[config.mk]
export PLATFORM = sky130hd
export DESIGN_NAME = loop_selftest_ctrl
export DESIGN_NICKNAME = d
export VERILOG_FILES = /design/src/loop_pkg.sv /design/src/button_debounce.sv /design/src/loop_selftest_ctrl.sv
export VERILOG_INCLUDE_DIRS = /design/src
export SDC_FILE = /design/constraint.sdc
export NUM_CORES = 1
export LEC_CHECK = 0
export BUFFER_PORTS_ARGS = -buffer_cell sky130_fd_sc_hd__buf_2
export CAP_MARGIN = 20
export CORE_MARGIN = 8
export CORE_UTILIZATION = 40
export DETAILED_ROUTE_END_ITERATION = 10
export SYNTH_ARGS = -nofsm -noshare
export SYNTH_HDL_FRONTEND = slang
export SYNTH_SLANG_ARGS = --single-unit
[constraint.sdc]
create_clock -name aclk -period 2.4 [get_ports aclk]
set_input_delay 0.48 -clock aclk [delete_from_list [all_inputs] [get_ports aclk]]
set_output_delay 0.48 -clock aclk [all_outputs]
set_load 0.02 [all_outputs]
[src/loop_map.svh]
// constants of the loop control
`ifndef LOOP_MAP_SVH
`define LOOP_MAP_SVH
// How it works
// - reset and command start a six second test; lamp red, then green on pass
// - failing test lights ais for ram, oof for nvram, los for rom
// - starting the test clears the loop and the pass and refused flags, and keeps the fail flags
// - traffic and carrier are halted while the test runs
// - exactly four near loops: line, payload, framed terminal, terminal port
// - line loop returns raw received network signal, framer bypassed
// - line or payload loop stops receive forwarding and drops cts and dcd
// - payload loop returns the framer output to the network
// - framed terminal loop returns framed terminal data to terminal and network
// - terminal port loop returns terminal data straight back
// - far end may only set or clear line and payload loops
// - only one loop at a time; new set refused while one is active
// - far loops set, or cleared by far release command, only under c-bit parity framing
// - received far codes set and release line or payload loop
// - wheel 4 to 7 with apply button selects the four near loops
// - wheel 1 and 2 with apply button request far line and payload loop
// - wheel 0 with apply button clears the active loop
// - register commands act only with maintenance privilege or above
// - a command clears the active near loop
// - commands request far line, far payload and far release
// - all-ones alarm on the received signal lights the ais lamp

// register byte offsets
`define CMD_OFS         8'h00
`define CFG_OFS         8'h04
`define STATUS_OFS      8'h08
// command bits
`define CMD_TEST_BIT    0
`define CMD_CLR_BIT     1
`define CMD_FLINE_BIT   2
`define CMD_FPAY_BIT    3
`define CMD_FCLR_BIT    4
`define CMD_NLINE_BIT   5
`define CMD_NPAY_BIT    6
`define CMD_TFRM_BIT    7
`define CMD_TPORT_BIT   8
// configuration fields and reset values
`define CFG_FRAME_LSB   0
`define CFG_PRIV_LSB    4
`define FRAME_CBIT      2'h0
`define FRAME_M13       2'h1
`define FRAME_E3        2'h2
`define PRIV_NONE       2'h0
`define FRAME_RST       2'h0
`define PRIV_RST        2'h0
// status fields
`define ST_LOOP_LSB     0
`define ST_BUSY_BIT     3
`define ST_PASS_BIT     4
`define ST_RAM_BIT      5
`define ST_NV_BIT       6
`define ST_ROM_BIT      7
`define ST_REJ_BIT      8
// axi responses
`define RESP_OKAY       2'h0
`define RESP_SLVERR     2'h2
// wheel positions
`define WHEEL_CLR       4'h0
`define WHEEL_FLINE     4'h1
`define WHEEL_FPAY      4'h2
`define WHEEL_NLINE     4'h4
`define WHEEL_NPAY      4'h5
`define WHEEL_TFRM      4'h6
`define WHEEL_TPORT     4'h7
// timing
`define CLK_KHZ         25000
`define SELF_TEST_MS    6000
`define DEBOUNCE_MS     10
`endif

[src/loop_pkg.sv]
// types shared by the loop and self-test control
package loop_pkg;
  typedef enum logic [2:0] {
    loop_none, net_line_loop, net_payload_loop, terminal_framed_loop,
    terminal_port_loop, far_line_loop, far_payload_loop
  } loop_e;
  typedef enum logic [3:0] {
    op_none, op_test, op_denied, op_set, op_set_remote,
    op_clr_local, op_clr_far, op_clr_any, op_clr_remote
  } op_e;
  typedef enum logic {test_idle, test_run} test_e;
endpackage

[src/button_debounce.sv]
// debounced apply button
`timescale 1ns/1ns
`default_nettype none
module button_debounce #(
  parameter int unsigned STABLE_CYCLES = 250000
) (
  // clock and reset
  input  wire logic aclk,
  input  wire logic aresetn,
  // raw pin and clean press
  input  wire logic button_pin,
  output logic      press
);
  logic        s1_reg, s2_reg, s1_next, s2_next;
  logic        level_reg, level_next;
  logic        press_reg, press_next;
  logic [31:0] cnt_reg, cnt_next;

  always_comb begin
    s1_next    = button_pin;
    s2_next    = s1_reg;
    level_next = level_reg;
    press_next = 1'b0;
    cnt_next   = 32'h0;
    // a new level must hold for the whole window before it counts
    if (s2_reg != level_reg) begin
      cnt_next = cnt_reg + 32'h1;
      if (cnt_reg == 32'(STABLE_CYCLES - 1)) begin
        level_next = s2_reg;
        press_next = s2_reg;
        cnt_next   = 32'h0;
      end
    end
  end

  always_ff @(posedge aclk) begin
    if (!aresetn) begin
      s1_reg    <= 1'b0;
      s2_reg    <= 1'b0;
      level_reg <= 1'b0;
      press_reg <= 1'b0;
      cnt_reg   <= 32'h0;
    end else begin
      s1_reg    <= s1_next;
      s2_reg    <= s2_next;
      level_reg <= level_next;
      press_reg <= press_next;
      cnt_reg   <= cnt_next;
    end
  end

  assign press = press_reg;
endmodule
`default_nettype wire

[src/loop_selftest_ctrl.sv]
// loopback selection and self-test control with an axi4-lite register slave
`timescale 1ns/1ns
`default_nettype none
`include "loop_map.svh"
module loop_selftest_ctrl #(
  parameter int unsigned SELF_TEST_CYCLES = `SELF_TEST_MS * `CLK_KHZ,
  parameter int unsigned DEBOUNCE_CYCLES  = `DEBOUNCE_MS * `CLK_KHZ
) (
  // clock and reset
  input  wire logic        aclk,
  input  wire logic        aresetn,
  // axi4-lite write
  input  wire logic [7:0]  awaddr,
  input  wire logic        awvalid,
  output logic             awready,
  input  wire logic [31:0] wdata,
  input  wire logic [3:0]  wstrb,
  input  wire logic        wvalid,
  output logic             wready,
  output logic [1:0]       bresp,
  output logic             bvalid,
  input  wire logic        bready,
  // axi4-lite read
  input  wire logic [7:0]  araddr,
  input  wire logic        arvalid,
  output logic             arready,
  output logic [31:0]      rdata,
  output logic [1:0]       rresp,
  output logic             rvalid,
  input  wire logic        rready,
  // front panel pins
  input  wire logic [3:0]  thumbwheel,
  input  wire logic        wheel_apply_button,
  // self-test outcomes
  input  wire logic        ram_test_fail,
  input  wire logic        nvram_test_fail,
  input  wire logic        rom_checksum_fail,
  // network framer status
  input  wire logic        ais_detect,
  input  wire logic        far_line_set_code,
  input  wire logic        far_payload_set_code,
  input  wire logic        far_reset_code,
  // far-end code transmit requests
  output logic             far_line_code_send,
  output logic             far_payload_code_send,
  output logic             far_release_send,
  // data streams
  input  wire logic        net_rx_raw,
  input  wire logic        net_rx_framed,
  input  wire logic        normal_net_tx,
  input  wire logic        term_tx_data,
  input  wire logic        term_framed_data,
  input  wire logic        normal_term_rx,
  output logic             net_tx_data,
  output logic             term_rx_data,
  output logic             cts,
  output logic             dcd,
  output logic             service_halt,
  // lamps
  output logic             status_green,
  output logic             status_red,
  output logic             ais_lamp,
  output logic             oof_lamp,
  output logic             los_lamp
);
  // bus slave state
  logic        awv_reg, awv_next, wv_reg, wv_next;
  logic [7:0]  waddr_reg, waddr_next;
  logic [31:0] wdat_reg, wdat_next;
  logic [3:0]  wstb_reg, wstb_next;
  logic        bvalid_reg, bvalid_next, rvalid_reg, rvalid_next;
  logic [1:0]  bresp_reg, bresp_next, rresp_reg, rresp_next;
  logic [31:0] rdata_reg, rdata_next;
  logic [1:0]  frame_reg, frame_next, priv_reg, priv_next;
  logic        do_wr, cmd_wr;
  logic [8:0]  cmd_bits;
  // control state
  loop_pkg::test_e state_reg, state_next;
  loop_pkg::loop_e loop_reg, loop_next, kind;
  loop_pkg::op_e   op;
  logic [31:0] count_reg, count_next;
  logic        pass_reg, pass_next, rej_reg, rej_next;
  logic        ram_reg, ram_next, nv_reg, nv_next, rom_reg, rom_next;
  logic        fl_reg, fl_next, fp_reg, fp_next, fr_reg, fr_next;
  logic        cbit, far_kind;
  // pins and data path
  logic [3:0]  wheel_s1_reg, wheel_s2_reg;
  logic        press;
  logic        ntx_reg, ntx_next, trx_reg, trx_next, car_reg, car_next;
  logic        ais_reg, ais_next;

  // panel button
  // debounced single press
  button_debounce #(
    .STABLE_CYCLES (DEBOUNCE_CYCLES)
  ) u_debounce (
    .aclk       (aclk),
    .aresetn    (aresetn),
    .button_pin (wheel_apply_button),
    .press      (press)
  );

  assign do_wr    = awv_reg && wv_reg && !bvalid_reg;
  assign cmd_wr   = do_wr && (waddr_reg == `CMD_OFS);
  assign cmd_bits = wdat_reg[8:0] & {wstb_reg[1], {8{wstb_reg[0]}}};

  // bus slave next state
  always_comb begin
    awv_next    = awv_reg;
    wv_next     = wv_reg;
    waddr_next  = waddr_reg;
    wdat_next   = wdat_reg;
    wstb_next   = wstb_reg;
    bvalid_next = bvalid_reg;
    bresp_next  = bresp_reg;
    rvalid_next = rvalid_reg;
    rresp_next  = rresp_reg;
    rdata_next  = rdata_reg;
    frame_next  = frame_reg;
    priv_next   = priv_reg;
    if (awvalid && !awv_reg) begin
      awv_next   = 1'b1;
      waddr_next = awaddr;
    end
    if (wvalid && !wv_reg) begin
      wv_next   = 1'b1;
      wdat_next = wdata;
      wstb_next = wstrb;
    end
    if (bvalid_reg && bready) begin
      bvalid_next = 1'b0;
    end
    if (do_wr) begin
      awv_next    = 1'b0;
      wv_next     = 1'b0;
      bvalid_next = 1'b1;
      bresp_next  = `RESP_OKAY;
      unique case (waddr_reg)
        `CMD_OFS: ;
        `CFG_OFS: begin
          if (wstb_reg[0]) begin
            frame_next = wdat_reg[`CFG_FRAME_LSB +: 2];
            priv_next  = wdat_reg[`CFG_PRIV_LSB +: 2];
          end
        end
        `STATUS_OFS: ;
        default: bresp_next = `RESP_SLVERR;
      endcase
    end
    if (rvalid_reg && rready) begin
      rvalid_next = 1'b0;
    end
    if (arvalid && !rvalid_reg) begin
      rvalid_next = 1'b1;
      rresp_next  = `RESP_OKAY;
      rdata_next  = 32'h0;
      unique case (araddr)
        `CMD_OFS: ;
        `CFG_OFS: begin
          rdata_next[`CFG_FRAME_LSB +: 2] = frame_reg;
          rdata_next[`CFG_PRIV_LSB +: 2]  = priv_reg;
        end
        `STATUS_OFS: begin
          rdata_next[`ST_LOOP_LSB +: 3] = loop_reg;
          rdata_next[`ST_BUSY_BIT]      = (state_reg == loop_pkg::test_run);
          rdata_next[`ST_PASS_BIT]      = pass_reg;
          rdata_next[`ST_RAM_BIT]       = ram_reg;
          rdata_next[`ST_NV_BIT]        = nv_reg;
          rdata_next[`ST_ROM_BIT]       = rom_reg;
          rdata_next[`ST_REJ_BIT]       = rej_reg;
        end
        default: rresp_next = `RESP_SLVERR;
      endcase
    end
  end

  always_ff @(posedge aclk) begin
    if (!aresetn) begin
      awv_reg    <= 1'b0;
      wv_reg     <= 1'b0;
      waddr_reg  <= 8'h00;
      wdat_reg   <= 32'h0;
      wstb_reg   <= 4'h0;
      bvalid_reg <= 1'b0;
      bresp_reg  <= `RESP_OKAY;
      rvalid_reg <= 1'b0;
      rresp_reg  <= `RESP_OKAY;
      rdata_reg  <= 32'h0;
      frame_reg  <= `FRAME_RST;
      priv_reg   <= `PRIV_RST;
    end else begin
      awv_reg    <= awv_next;
      wv_reg     <= wv_next;
      waddr_reg  <= waddr_next;
      wdat_reg   <= wdat_next;
      wstb_reg   <= wstb_next;
      bvalid_reg <= bvalid_next;
      bresp_reg  <= bresp_next;
      rvalid_reg <= rvalid_next;
      rresp_reg  <= rresp_next;
      rdata_reg  <= rdata_next;
      frame_reg  <= frame_next;
      priv_reg   <= priv_next;
    end
  end

  assign awready = !awv_reg;
  assign wready  = !wv_reg;
  assign bvalid  = bvalid_reg;
  assign bresp   = bresp_reg;
  assign arready = !rvalid_reg;
  assign rvalid  = rvalid_reg;
  assign rresp   = rresp_reg;
  assign rdata   = rdata_reg;

  assign cbit     = (frame_reg == `FRAME_CBIT);
  assign far_kind = (kind == loop_pkg::far_line_loop) ||
                    (kind == loop_pkg::far_payload_loop);

  // request source selection, registers first
  always_comb begin
    op   = loop_pkg::op_none;
    kind = loop_pkg::loop_none;
    if (cmd_wr && (cmd_bits != 9'h000)) begin
      if (priv_reg == `PRIV_NONE) begin
        op = loop_pkg::op_denied;
      end else if (cmd_bits[`CMD_TEST_BIT]) begin
        op = loop_pkg::op_test;
      end else if (cmd_bits[`CMD_CLR_BIT]) begin
        op = loop_pkg::op_clr_local;
      end else if (cmd_bits[`CMD_FLINE_BIT]) begin
        op   = loop_pkg::op_set;
        kind = loop_pkg::far_line_loop;
      end else if (cmd_bits[`CMD_FPAY_BIT]) begin
        op   = loop_pkg::op_set;
        kind = loop_pkg::far_payload_loop;
      end else if (cmd_bits[`CMD_FCLR_BIT]) begin
        op = loop_pkg::op_clr_far;
      end else if (cmd_bits[`CMD_NLINE_BIT]) begin
        op   = loop_pkg::op_set;
        kind = loop_pkg::net_line_loop;
      end else if (cmd_bits[`CMD_NPAY_BIT]) begin
        op   = loop_pkg::op_set;
        kind = loop_pkg::net_payload_loop;
      end else if (cmd_bits[`CMD_TFRM_BIT]) begin
        op   = loop_pkg::op_set;
        kind = loop_pkg::terminal_framed_loop;
      end else begin
        op   = loop_pkg::op_set;
        kind = loop_pkg::terminal_port_loop;
      end
    end else if (press) begin
      op = loop_pkg::op_set;
      unique case (wheel_s2_reg)
        `WHEEL_CLR:   op   = loop_pkg::op_clr_any;
        `WHEEL_FLINE: kind = loop_pkg::far_line_loop;
        `WHEEL_FPAY:  kind = loop_pkg::far_payload_loop;
        `WHEEL_NLINE: kind = loop_pkg::net_line_loop;
        `WHEEL_NPAY:  kind = loop_pkg::net_payload_loop;
        `WHEEL_TFRM:  kind = loop_pkg::terminal_framed_loop;
        `WHEEL_TPORT: kind = loop_pkg::terminal_port_loop;
        default:      op   = loop_pkg::op_none;
      endcase
    end else if (far_line_set_code) begin
      // far codes reach only line and payload
      op   = loop_pkg::op_set_remote;
      kind = loop_pkg::net_line_loop;
    end else if (far_payload_set_code) begin
      op   = loop_pkg::op_set_remote;
      kind = loop_pkg::net_payload_loop;
    end else if (far_reset_code) begin
      op = loop_pkg::op_clr_remote;
    end
  end

  // loop and self-test next state
  always_comb begin
    state_next = state_reg;
    count_next = count_reg;
    loop_next  = loop_reg;
    pass_next  = pass_reg;
    ram_next   = ram_reg;
    nv_next    = nv_reg;
    rom_next   = rom_reg;
    rej_next   = rej_reg;
    fl_next    = 1'b0;
    fp_next    = 1'b0;
    fr_next    = 1'b0;
    if (state_reg == loop_pkg::test_run) begin
      if (op != loop_pkg::op_none) begin
        rej_next = 1'b1;
      end
      // fixed test window, result at its end
      if (count_reg == 32'(SELF_TEST_CYCLES - 1)) begin
        state_next = loop_pkg::test_idle;
        count_next = 32'h0;
        ram_next  = ram_test_fail;
        nv_next   = nvram_test_fail;
        rom_next  = rom_checksum_fail;
        pass_next = !(ram_test_fail || nvram_test_fail || rom_checksum_fail);
      end else begin
        count_next = count_reg + 32'h1;
      end
    end else begin
      unique case (op)
        loop_pkg::op_none: ;
        loop_pkg::op_test: begin
          state_next = loop_pkg::test_run;
          count_next = 32'h0;
          loop_next  = loop_pkg::loop_none;
          pass_next  = 1'b0;
          rej_next   = 1'b0;
        end
        loop_pkg::op_denied: rej_next = 1'b1;
        loop_pkg::op_set, loop_pkg::op_set_remote: begin
          if ((loop_reg != loop_pkg::loop_none) ||
              ((far_kind || (op == loop_pkg::op_set_remote)) && !cbit)) begin
            rej_next = 1'b1;
          end else begin
            loop_next = kind;
            rej_next  = 1'b0;
            fl_next   = (kind == loop_pkg::far_line_loop);
            fp_next   = (kind == loop_pkg::far_payload_loop);
          end
        end
        loop_pkg::op_clr_local: begin
          rej_next = far_loop_active(loop_reg);
          if (!far_loop_active(loop_reg)) begin
            loop_next = loop_pkg::loop_none;
          end
        end
        loop_pkg::op_clr_far: begin
          rej_next = !cbit;
          fr_next  = cbit;
          if (cbit && far_loop_active(loop_reg)) begin
            loop_next = loop_pkg::loop_none;
          end
        end
        loop_pkg::op_clr_any: begin
          fr_next   = cbit && far_loop_active(loop_reg);
          loop_next = loop_pkg::loop_none;
          rej_next  = 1'b0;
        end
        loop_pkg::op_clr_remote: begin
          if (cbit && ((loop_reg == loop_pkg::net_line_loop) ||
                       (loop_reg == loop_pkg::net_payload_loop))) begin
            loop_next = loop_pkg::loop_none;
          end
        end
        default: rej_next = 1'b1;
      endcase
    end
  end

  function automatic logic far_loop_active(input loop_pkg::loop_e l);
    far_loop_active = (l == loop_pkg::far_line_loop) ||
                      (l == loop_pkg::far_payload_loop);
  endfunction

  always_comb begin
    ntx_next = normal_net_tx;
    trx_next = normal_term_rx;
    car_next = 1'b1;
    ais_next = ais_detect;
    unique case (loop_reg)
      loop_pkg::net_line_loop: begin
        ntx_next = net_rx_raw;
        trx_next = 1'b0;
        car_next = 1'b0;
      end
      loop_pkg::net_payload_loop: begin
        ntx_next = net_rx_framed;
        trx_next = 1'b0;
        car_next = 1'b0;
      end
      loop_pkg::terminal_framed_loop: begin
        ntx_next = term_framed_data;
        trx_next = term_framed_data;
      end
      loop_pkg::terminal_port_loop: trx_next = term_tx_data;
      default: ;
    endcase
    if (state_reg == loop_pkg::test_run) begin
      ntx_next = 1'b0;
      trx_next = 1'b0;
      car_next = 1'b0;
    end
  end

  always_ff @(posedge aclk) begin
    if (!aresetn) begin
      // power-up starts the self-test
      state_reg    <= loop_pkg::test_run;
      count_reg    <= 32'h0;
      loop_reg     <= loop_pkg::loop_none;
      pass_reg     <= 1'b0;
      ram_reg      <= 1'b0;
      nv_reg       <= 1'b0;
      rom_reg      <= 1'b0;
      rej_reg      <= 1'b0;
      fl_reg       <= 1'b0;
      fp_reg       <= 1'b0;
      fr_reg       <= 1'b0;
      wheel_s1_reg <= 4'h0;
      wheel_s2_reg <= 4'h0;
      ntx_reg      <= 1'b0;
      trx_reg      <= 1'b0;
      car_reg      <= 1'b0;
      ais_reg      <= 1'b0;
    end else begin
      state_reg    <= state_next;
      count_reg    <= count_next;
      loop_reg     <= loop_next;
      pass_reg     <= pass_next;
      ram_reg      <= ram_next;
      nv_reg       <= nv_next;
      rom_reg      <= rom_next;
      rej_reg      <= rej_next;
      fl_reg       <= fl_next;
      fp_reg       <= fp_next;
      fr_reg       <= fr_next;
      wheel_s1_reg <= thumbwheel;
      wheel_s2_reg <= wheel_s1_reg;
      ntx_reg      <= ntx_next;
      trx_reg      <= trx_next;
      car_reg      <= car_next;
      ais_reg      <= ais_next;
    end
  end

  assign far_line_code_send    = fl_reg;
  assign far_payload_code_send = fp_reg;
  assign far_release_send      = fr_reg;
  assign net_tx_data           = ntx_reg;
  assign term_rx_data          = trx_reg;
  assign cts                   = car_reg;
  assign dcd                   = car_reg;
  assign service_halt          = (state_reg == loop_pkg::test_run);
  // lamp is green only after a pass
  assign status_green = (state_reg == loop_pkg::test_idle) && pass_reg;
  assign status_red   = !status_green;
  // alarm lamp also follows received all-ones
  assign ais_lamp = ram_reg || ais_reg;
  assign oof_lamp = nv_reg;
  assign los_lamp = rom_reg;
endmodule
`default_nettype wire

### Word level (Yosys, flattened, before mapping)

Index checks and enable logic that the tools add are counted.
W data, S select, Z words.

* register bits after elaboration: 132
* word-level logic and storage cells: 193

* add/subtract/negate cells: 2
* eq/ne operators: 35
* mux-type cells: 58
* bitwise operators: 5
* reduce and logical (&&, ||, !) cells: 59

Operator list (number)
* $mux W32: 3
* $mux W3: 22
* $add A32 B1 Y32 const B: 2
* $eq A32 B18 Y1 const B: 1
* $eq A32 B28 Y1 const B: 1
* $eq A4 B3 Y1 const B: 8
* $mux W4: 5
* $pmux W3 S6: 1
* $eq A8 B3 Y1 const B: 2
* $eq A8 B4 Y1 const B: 2
* $logic_not A8 Y1: 2
* $eq A3 B3 Y1 const B: 5
* $pmux W3 S5: 1
* $mux W1: 14
* $logic_and A1 B1 Y1: 13
* $reduce_or A2 Y1: 6
* $mux W2: 5
* $and A9 B9 Y9: 1
* $reduce_bool A9 Y1: 1
* $reduce_or A3 Y1: 3
* $eq A4 B1 Y1 const B: 2
* $eq A4 B2 Y1 const B: 2
* $logic_not A4 Y1: 2
* $logic_or A1 B1 Y1: 8
* 23 further kinds: 47

### Longest topological paths before layout

Gate-level depths: netlist (run 1).

* depth after elaboration: 19
* depth in mapped cells: 9

### Cells and area by module

From an unflattened synthesis (run 1), not the netlist that was laid out.

* cells, all modules: 786
* area total of the unflattened synthesis: 6681.4 µm²

Modules (own cells, without submodules)
* loop_selftest_ctrl: instances 1, cells each 594, area an instance 4967.3 µm²
* button_debounce: instances 1, cells each 192, area an instance 1714.1 µm²

### Least setup slack after synthesis (run 1)

Ideal clock, no wire load.

* path kind: register -> register
* start point: register waddr_reg[1]
* end point: register loop_reg[0]
* library setup time: 72 ps
* data arrival time: 2395 ps
* slack: -67 ps
* stages on the path, launching flop included: 8
* cell sequence: dfxtp_1 > or4_1 > or4b_1 > a211oi_2 > buf_6 > o2111ai_4 > a221oi_4 > mux2i_1

* word-level cells in the longest chain between the ends: 11
* elaborated cells on any way between the ends: 28
* classes of those cells: eq/ne (13); mux (4); reduce/logical (11)

Ends and longest elaborated chain
* start: declaration: RTL line loop_selftest_ctrl.sv:68 `logic [7:0] waddr_reg, waddr_next;`
* start signal: assignment: RTL line loop_selftest_ctrl.sv:194 `waddr_reg <= waddr_next;`
* $logic_not A8 Y1 (*)
* $logic_and A1 B1 Y1 (*): RTL line loop_selftest_ctrl.sv:104 `` assign cmd_wr = do_wr && (waddr_reg == `CMD_OFS); ``
* $logic_and A1 B1 Y1 (*): RTL line loop_selftest_ctrl.sv:224 `if (cmd_wr && (cmd_bits != 9'h000)) begin`
* $mux W3: RTL line loop_selftest_ctrl.sv:224
* $eq A3 B3 Y1, on equally long branches: RTL line loop_selftest_ctrl.sv:217, loop_selftest_ctrl.sv:218
* $logic_or A1 B1 Y1: RTL line loop_selftest_ctrl.sv:217 `assign far_kind = (kind == loop_pkg::far_line_loop) ||`
* $logic_or A1 B1 Y1: RTL line loop_selftest_ctrl.sv:317 `((far_kind || (op == loop_pkg::op_set_remote)) && !cbit)) begin`
* $logic_and A1 B1 Y1: RTL line loop_selftest_ctrl.sv:317
* $logic_or A1 B1 Y1: RTL line loop_selftest_ctrl.sv:316 `if ((loop_reg != loop_pkg::loop_none) ||`
* $ne A2 B2 Y1 (no line)
* $reduce_and A6 Y1 (no line)
* end signal: assignment: RTL line loop_selftest_ctrl.sv:395 `loop_reg <= loop_pkg::loop_none;`
* end signal: assignment: RTL line loop_selftest_ctrl.sv:413 `loop_reg <= loop_next;`
* end: declaration: RTL line loop_selftest_ctrl.sv:79 `loop_pkg::loop_e loop_reg, loop_next, kind;`

Mark *: on every way between the ends. The rest lies on a longest branch, timed or not. The select of a mux whose other input is x is not followed.
A chain may end at the register's enable or synchronous reset.

### Final worst setup path (run 1)

* start point: register waddr_reg[1]
* end point: register loop_reg[2]

Same word-level chain as after synthesis.

==> impl_results.md, run 1 <==
* Status: complete, but fails checks
* Failing checks: negative setup slack
* Setup_tns at -1060 ps
* Syn. warnings at 0
* Avg WL per Cell at between 10 and 15 µm
* RSZ-0062 raised after global routing: true
* Worst-skew pair later-pin latency at roughly 420 ps
* Startpoint Class: flip-flop
* MaxCap Viol Count at 0
* Pwr Total at ~5.3 mW
* Setup-failing EPs final at 32
* Core ar. at approximately 16000 µm²
* Clk sink count at 130
* Pre-antenna DRT Iters at 4
* Gr usage total at around 16%
* Main synth FF type: dfxtp_1
* Number of global-route vias before repair at about 5400
* CTS Buffer Depth at 2
* Fill cell count at 1565
* Reg2reg end: loop_reg[2]
* Fin Clk Skew at approximately 6.7 ps
* Post-Synthesis Cells at slightly below 800
* Place WS at -190 ps
* CP required at around 2800 ps
* Largest net degree at the start of global routing at 64
* Worst vdd ir at slightly below 0.0005 V
* Slew Viols, Final at 0
* Die area at 20000 µm²
* Remaining DRCs at 0
* Num rows at 46
* Register-to-Register Path Depth at 7
* Hold Buf Count CTS at 0
* Initial DRC count at roughly 360
* Initial Util at around two fifths
* Final Hold Vio Count at 0
* Routed Antenna Nets at 0
* Placed cells at 1088
* First-pass GRT wire length at roughly 26 mm
* FF+latch area at roughly 2600 µm²
* Worst Hold Class: primary input to flip-flop
* Leak Pwr at ~3.1 nW
* Via count at around 5800
* Crit path kind: flip-flop to flip-flop
* GRT overflow at 0
* Share of layout cells above drive strength 1 at between 20% and 30%
* Final Cycle Share at 106%
* Syn avg cell area at 8.13 µm²
* Register area share after synthesis at 41.3%
* Post-route setup slack at -133 ps
* Seq cells post-synth at 130
* Vert. Die Dim at around 140 µm
* Routed wire length at 16.0 mm
* Fmax at 0.395 GHz
* Worst reg2reg setup slack at -130 ps
* RR Startpoint: waddr_reg[1]
* I/O pin count at around 130
* Post-Layout Cell Count at 1121
* Clk root buf: clkbuf_16
* Htree depth at 4
* Antenna violations before repair at 0
* Critical Path Fanout Max at 7
* End point of the worst hold path: rvalid
* Mapped cell area at ~6300 µm²
* Worst hold stages at 2
* Number of diodes at 0
* Multi-input logic area at approximately 3500 µm²
* Synth top area cells: dfxtp_1 (41%), nor2_1 (6.1%), a21oi_1 (5.2%)
* DIE WIDTH at between 100 and 150 µm
* Async SR Flop Fraction at 0%
* GP Congestion at 0.831
* Hpwl dp at 11.4 mm
* Final-stage net count at between 900 and 1000
* CTS Buf Count at 17
* CTS clk-pin slew, worst paths at around 60 ps
* Synth cell types at between 60 and 70
* Post-synth EDFFs at 0
* Post-layout util at 51.0%
* Area leader, netlist: dfxtp_1
* Post-synth top area share at 41.3%
* CP Data Arrival Time at between 2000 and 3000 ps
* HP Start: rready
* TritonCTS clock tree: built
* Area growth from synthesis to layout at 26.6%
* Least-Margin Pin Slew at between 800 and 900 ps
* Slew headroom at between 40% and 50%
* PortBufs at 80
* Post-route minimum period at approximately 2500 ps
* Pwr dens at between 600 and 700 nW/µm²
* Number of vias per cell at about 5.1
* Critical path endpoint category: flip-flop
Yosys cell counts, drive strengths merged (12+ instances only):
library cell / instances
dfxtp: 130
nor2: 103
nand2: 74
a21oi: 66
o21ai: 38
buf: 33
clkbuf: 33
nand3: 26
nor3: 24
xor2: 21
mux2i: 20
nand4: 16
nor4: 15
and2: 14
inv: 14
and3: 13
or3: 12
routing by layer:
layer	vias to the layer above	GRT usage, %	part of all wire, %
li1	2949	-	-
met1	2695	19.9	47
met2	100	26.7	48
met3	11	3.53	3.8
met4	0	6.27	1.2
met5	-	0	0
worst max-delay path, cell delays in order, from the launching register on:
cell and delay, ps:
dfxtp_2 310, or4_4 540, or4b_4 520, a211oi_4 190
buf_6 180, o2111ai_4 130, a221oi_4 390, mux2i_1 210
layout make-up:
class	instances	share of cell area, %
clock buffers	19	5.68
clock inverters	13	2.29
inverters	14	0.659
multi-input cells	589	43.7
flip-flops and latches	130	32.6
well taps	216	3.39
repair buffers	140	11.7
report_power, final:
group	internal [mW]	total [mW]	switching [mW]
Combinational	0.130	0.329	0.199
Sequential	2.20	2.23	0.0282
Clock	1.79	2.76	0.970
Total	4.12	5.32	1.20
repair_timing:
action	CTS	global route
endpoints found under the setup margin	38	39
pin swaps	2	5
setup buffers	2	0
gates resized for setup	21	22
through the flow:
step,hold slack [ps],instance area [µm²]
5_1_grt,225,7980
3_3_place_gp,419,7210
6_report,245,7980
4_1_cts,223,7890
3_5_place_dp,421,7210
2_1_floorplan,412,6390
worst max path at each step:
stage | startpoint | endpoint | slack, ps | depth (start not counted)
CTS | waddr_reg[1] | loop_reg[2] | -140 | 7
finish | waddr_reg[1] | loop_reg[2] | -130 | 7
floorplan | waddr_reg[1] | loop_reg[0] | 0.8 | 7
global placement | waddr_reg[1] | loop_reg[2] | -180 | 7
detailed placement | waddr_reg[1] | loop_reg[1] | -190 | 7
global route | waddr_reg[1] | loop_reg[2] | -260 | 7
kinds of logic (layout without fill, tap and decap cells):
| kind of cell | count (synthesis) | count (layout) | synth area share [%] |
|---|---|---|---|
| AOI/OAI and AO/OA | 161 | 161 | 16.1 |
| xor gates and xnor gates | 32 | 32 | 4.45 |
| adders and majority gates | 2 | 2 | 0.397 |
| buffers and inverters | 80 | 186 | 6.51 |
| DFF | 130 | 130 | 41.3 |
| muxes | 22 | 22 | 3.53 |
| other | 1 | 25 | 0.0595 |
| and+or+nand+nor | 347 | 347 | 27.7 |
placed cells by master, fill, tap and decap left out, types with 11 or more instances in the layout:
master,synthesis,layout
buf_2,3,80
dfxtp_1,130,129
xor2_1,21,21
mux2i_1,20,20
buf_4,26,49
o21ai_0,37,23
nand3_1,26,26
inv_1,14,13
nor3_1,24,24
o21ai_1,1,13
nor4_1,14,14
nand4_1,16,16
conb_1,1,25
and3_1,13,13
a21oi_1,66,60
and2_1,14,14
clkbuf_16,0,17
nor2_1,103,103
xnor2_1,11,11
nand2_1,74,74
or3_1,12,12
Note: power is estimated with default switching activity, not from simulation.
==> run 2, diff against run 1 <==
--- a/config.mk
+++ b/config.mk
@@ -11,6 +11,7 @@
 export CORE_MARGIN = 8
 export CORE_UTILIZATION = 40
 export DETAILED_ROUTE_END_ITERATION = 10
+export SKIP_LAST_GASP = 1
 export SYNTH_ARGS = -nofsm -noshare
 export SYNTH_HDL_FRONTEND = slang
 export SYNTH_SLANG_ARGS = --single-unit
==> run 2 against run 1 <==
The flow still finishes with violations (negative setup slack). Critical endpoint unchanged. Worst hold slack got worse by 1.9 ps. Largest power group unchanged. Fmax fell by 0.11%. Largest cell class unchanged. Flip-flop and latch count did not move.
==> impl_results.md, run 2 (synthesized netlist as in run 1, its figures left out) <==
* Routed wire length at around 16 mm
* GRT overflow at 0
* Antenna violations before repair at 0
* Initial Util at between 40% and 50%
* Initial DRC count at 353
* Slew Viols, Final at 0
* Via count at between 5000 and 6000
* MaxCap Viol Count at 0
* Setup-failing EPs final at 33
* Vert. Die Dim at between 100 and 150 µm
* Num rows at 46
* Min Hold Slack at approximately 240 ps
* Number of diodes at 0
* Final-stage net count at slightly below 1000
* Clk root buf: clkbuf_16
* Largest net degree at the start of global routing at 64
* Htree depth at 4
* PortBufs at 80
* Final Cycle Share at 106%
* Post-route minimum period at around 2500 ps
* Pre-antenna DRT Iters at 5
* Hpwl dp at roughly 11 mm
* Leak Pwr at roughly 3.1 nW
* Failing checks: negative setup slack
* First-pass GRT wire length at 26.2 mm
* Most common cell after layout, fill and taps aside: dfxtp_1
* Routed Antenna Nets at 0
* Critical path endpoint category: flip-flop
* Worst-skew pair later-pin latency at about 420 ps
* CP required at approximately 2800 ps
* Number of vias per cell at slightly above 5
* Fmax at between 0.3 and 0.4 GHz
* Commonest non-fill, non-tap cells in the layout: dfxtp_1 (129), nor2_1 (103), buf_2 (80)
* Die area at around 20000 µm²
* Fin Clk Skew at 6.90 ps
* Core ar. at between 15000 and 20000 µm²
* Gr usage total at 16.1%
* CTS clk-pin slew, worst paths at approximately 60 ps
* Post-layout util at around half
* Least-Margin Pin Slew at roughly 840 ps
* Hold Buf Count CTS at 0
* Place WS at -190 ps
* Crit path kind: flip-flop to flip-flop
* GP Congestion at 0.831
* Number of global-route vias before repair at 5423
* CTS Buf Count at 17
* Avg WL per Cell at around 14 µm
* DIE WIDTH at 142 µm
* Fin area at 7940 µm²
* Pwr dens at about 670 nW/µm²
* Worst Hold Class: primary input to flip-flop
* Worst vdd ir at approximately 0.00049 V
* Slew headroom at roughly 44%
* Pwr Total at ~5.3 mW
* Share of layout cells above drive strength 1 at 21.7%
* CP Data Arrival Time at 2890 ps
* Status: complete, but fails checks
* I/O pin count at about 130
* Final Hold Vio Count at 0
* CTS Buffer Depth at 2
* RSZ-0062 raised after global routing: true
* Startpoint Class: flip-flop
* Worst reg2reg setup slack at -140 ps
* Clk sink count at 130
* Post-route setup slack at -136 ps
* Dpl cell area at between 7000 and 8000 µm²
* Fill cell count at 1561
* Remaining DRCs at 0
* TritonCTS clock tree: built
* Critical Path Fanout Max at 7
* Area growth from synthesis to layout at 26.0%
run 2: changes by cell type in the layout (fill, tap and decap cells not counted), moves of 6 or more:
cell	delta
a21oi_1	+6
a21oi_2	-6
o21ai_1	-11
o21ai_0	+12
run 2: final cells by class:
cell class	instances	area, µm²	area share (%)
Clock buffer	19	453	5.70
Clock inverter	13	183	2.30
Inverter	14	52.6	0.662
Multi-Input combinational cell	589	3450	43.4
Sequential cell	130	2600	32.8
Tap cell	216	270	3.40
Timing Repair Buffer	140	931	11.7
run 2: report_power, final:
group          leakage (nW)  switching, mW  internal, mW  total, mW
Clock                 0.313          0.967          1.79       2.76
Sequential             1.06         0.0283          2.20       2.23
Combinational          1.75          0.198         0.130      0.329
Total                  3.12           1.19          4.12       5.32
run 2: path summary, 6_finish.rpt:
kind / from / end / cells after the start
min: rready / rvalid / 2
max reg2reg: waddr_reg[1] / loop_reg[2] / 7
min reg2reg: wheel_s1_reg[2] / wheel_s2_reg[2] / 1
max: waddr_reg[1] / loop_reg[2] / 7
run 2: timing repair:
action | 4_1_cts | 5_1_grt
pin swaps | 2 | 5
setup endpoints to repair | 38 | 39
buffers inserted | 2 | 0
resized for setup | 6 | 16
run 2: critical path: stages, from the launching register on:
cell       delay, ps
dfxtp_2          310
or4_4            540
or4b_4           520
a211oi_4         190
buf_6            180
o2111ai_4        130
a221oi_4         390
mux2i_1          210
run 2: layer usage:
| metal | vias up | global-route usage [%] | routed length, µm |
|---|---|---|---|
| met3 | 12 | 3.53 | 669 |
| met2 | 97 | 26.6 | 7690 |
| met1 | 2684 | 19.9 | 7320 |
| met4 | 0 | 6.27 | 208 |
| met5 | - | 0 | 0 |
| li1 | 2947 | - | - |
run 2: stage by stage:
step                instances  TNS [ps]
detailed placement       1088     -3840
floorplan                 799         0
finish                   1121     -1420
global placement         1088     -3390
global route             1121     -4950
CTS                      1122     -1590
==> run 3, diff against run 2 <==
--- a/config.mk
+++ b/config.mk
@@ -6,11 +6,12 @@
 export SDC_FILE = /design/constraint.sdc
 export NUM_CORES = 1
 export LEC_CHECK = 0
-export BUFFER_PORTS_ARGS = -buffer_cell sky130_fd_sc_hd__buf_2
+export ABC_AREA = 1
 export CAP_MARGIN = 20
 export CORE_MARGIN = 8
 export CORE_UTILIZATION = 40
 export DETAILED_ROUTE_END_ITERATION = 10
+export DONT_BUFFER_PORTS = 1
 export SKIP_LAST_GASP = 1
 export SYNTH_ARGS = -nofsm -noshare
 export SYNTH_HDL_FRONTEND = slang
==> run 3 against run 2 <==
The flow now finishes without violations. Final cell count increased by 9.6%. Critical path type unchanged. Critical path depth is 6 higher. Fmax increased by 17%. Routed wire length rose by 0.56%. Final area decreased by 3.8%. Combinational power is 17% lower. Synthesized area increased by 5.6%. Die area up 4.9%. Power rose by 2.8%.
==> impl_results.md, run 3 <==
* Vert. Die Dim at roughly 140 µm
* First-pass GRT wire length at roughly 27 mm
* Initial Util at about two fifths
* CP required at 2710 ps
* Post-CTS Resized at 0
* Register area share after synthesis at ~39%
* Top delay family on crit path: simple AND/OR/NAND/NOR gates
* RSZ-0062 raised after global routing: true
* Core ar. at about 16000 µm²
* Dpl cell area at 6900 µm²
* Clk sink count at 130
* DIE WIDTH at approximately 140 µm
* Post-synth EDFFs at 0
* Worst-path cell chain: nand3_1, nor2_2, nand4_1, nor2_1, nand2_1, nor2_4, nand2_1, inv_1, nand4_1, nor2_2, nand3_1, o21ai_0, nor2_1
* Htree depth at 4
* Fin area at around 7600 µm²
* Pwr dens at roughly 700 nW/µm²
* Post CTS Setup Buffer Count at 0
* Worst vdd ir at 0.000506 V
* Post-synth top area share at a little under 40%
* Worst reg2reg setup slack at ~220 ps
* Slowest stage cell, crit path: dfxtp_1
* Reg2reg end: count_reg[31]
* HP Start: thumbwheel[0]
* Final Cycle Share at 90.6%
* PortBufs at 0
* Post-route setup slack at ~220 ps
* Most common cell in the netlist: nand2_1
* Avg WL per Cell at around 13 µm
* Syn. warnings at 0
* Via count at 6037
* CTS Buffer Depth at 2
* Async SR Flop Fraction at 0%
* Syn avg cell area at between 6 and 7 µm²
* Share of layout cells above drive strength 1 at between 10% and 20%
* Pwr Total at around 5.5 mW
* Critical path endpoint category: flip-flop
* FF+latch area at 2600 µm²
* Mapped cell area at between 6000 and 7000 µm²
* MaxCap Viol Count at 0
* Main synth FF type: dfxtp_1
* Register-to-Register Path Depth at 13
* TritonCTS clock tree: built
* Area growth from synthesis to layout at 14.8%
* Die area at ~21000 µm²
* Slew headroom at between 60% and 70%
* GP Congestion at between 0.8 and 0.9
* Worst hold stages at 2
* Largest net degree at the start of global routing at 63
* Post-route minimum period at between 2000 and 2500 ps
* Number of global-route vias before repair at 5721
* Routed wire length at 16.0 mm
* Number of vias per cell at 4.91
* Synth top area cells: dfxtp_1 (39%), nand2_1 (11%), inv_1 (7.8%)
* Place WS at approximately 160 ps
* Seq cells post-synth at 130
* Final-stage net count at between 1000 and 1500
* Most common cell after layout, fill and taps aside: nand2_1
* I/O pin count at ~130
* Top cells by count, synth: nand2_1 (197), inv_1 (138), dfxtp_1 (130), nor2_1 (125), a21oi_1 (81)
* Crit-path max cell delay at between 300 and 400 ps
* Worst-skew pair later-pin latency at 420 ps
* Remaining DRCs at 0
* Hpwl dp at about 12 mm
* Multi-input logic area at roughly 3400 µm²
* Num rows at 47
* Slew Viols, Final at 0
* Routed Antenna Nets at 0
* Least-Margin Pin Slew at approximately 570 ps
* Hold Buf Count CTS at 0
* Placed cells at 1196
* Crit path kind: flip-flop to flip-flop
* Fill cell count at between 1500 and 2000
* Pre-antenna DRT Iters at 5
* WP buf/inv at 1
* Startpoint Class: flip-flop
* Leak Pwr at about 3 nW
* Fmax at 0.460 GHz
* Post-Layout Cell Count at around 1200
* CP Data Arrival Time at between 2000 and 2500 ps
* RR Startpoint: count_reg[0]
* Post-Synthesis Cells at 976
* Commonest non-fill, non-tap cells in the layout: nand2_1 (196), inv_1 (138), dfxtp_1 (130)
* Area leader, netlist: dfxtp_1
* GRT overflow at 0
* Antenna violations before repair at 0
* End point of the worst hold path: wheel_s1_reg[0]
* Fin Clk Skew at approximately 9 ps
* Critical Path Fanout Max at 4
* Final Hold Vio Count at 0
* Initial DRC count at about 430
* CTS clk-pin slew, worst paths at ~60 ps
* Synth cell types at 46
* Status: completed
* Clk root buf: clkbuf_16
* Setup-failing EPs final at 0
* CTS Buf Count at 17
* Worst Hold Class: primary input to flip-flop
* Gr usage total at 15.4%
-- run 3: changes by cell type after synthesis, sizes merged, moves of 18 or more --
cell,delta
nand2,+129
inv,+125
o21ai,+38
nor2,+32
nand3,+21
mux2i,-20
clkbuf,-18
-- run 3: routing by layer --
layer / vias to the layer above / wire [µm] / part of all wire [%] / GRT usage [%]
met5: - / 0 / 0 / 0
met4: 0 / 212 / 1.3 / 5.58
met3: 17 / 795 / 5.0 / 4.17
met2: 124 / 7410 / 46 / 25.2
met1: 2723 / 7560 / 47 / 19.1
li1: 3173 / - / - / -
-- run 3: per-stage QoR --
step / hold slack (ps) / setup TNS, ps / util [%]
after detailed placement: 399 / 0 / 42.1
after global routing: 144 / -42.5 / 46.6
after global placement: 400 / 0 / 42.1
final: 151 / 0 / 46.6
after CTS: 136 / 0 / 46.1
after floorplan: 390 / 0 / -
-- run 3: final cells by class --
class,count,share of cell area [%]
antenna,1,0.0327
clock inverter,12,2.62
sequential,130,34.1
tap,220,3.60
timing repair buffer,22,2.33
inverter,142,6.99
multi-input combinational,682,44.3
clock buffer,20,6.11
-- run 3: worst max path at each step --
| stage | start | to | slack, ps | cells past startpoint |
|---|---|---|---|---|
| 6_report | count_reg[0] | count_reg[31] | 220 | 13 |
| 2_1_floorplan | count_reg[0] | count_reg[28] | 420 | 13 |
| 4_1_cts | count_reg[0] | count_reg[31] | 140 | 13 |
| 5_1_grt | count_reg[0] | count_reg[30] | -20 | 15 |
| 3_3_place_gp | count_reg[0] | count_reg[30] | 180 | 15 |
| 3_5_place_dp | count_reg[0] | count_reg[30] | 160 | 15 |
-- run 3: cells by family (layout without fill, tap and decap cells) --
family	Yosys count	in the layout	share of synthesized area, %
DFF	130	130	39.1
other	1	26	0.0564
buffers and inverters	188	196	12.4
AOI/OAI and AO/OA	184	184	15.7
and+or+nand+nor	463	463	31.3
adders and majority gates	2	2	0.376
xor gates and xnor gates	8	8	1.05
-- run 3: where the power goes --
part	internal [mW]	switching (mW)
clock	1.93	0.992
sequential	2.22	0.0541
combinational	0.0794	0.194
-- run 3: worst register-to-register path, stage by stage (launching register included) --
cell and delay (ps):
dfxtp_1 370, nand3_1 140, nor2_2 150, nand4_1 160
nor2_1 130, nand2_1 130, nor2_4 130, nand2_1 100
inv_1 100, nand4_1 180, nor2_2 160, nand3_1 100
o21ai_0 160, nor2_1 50
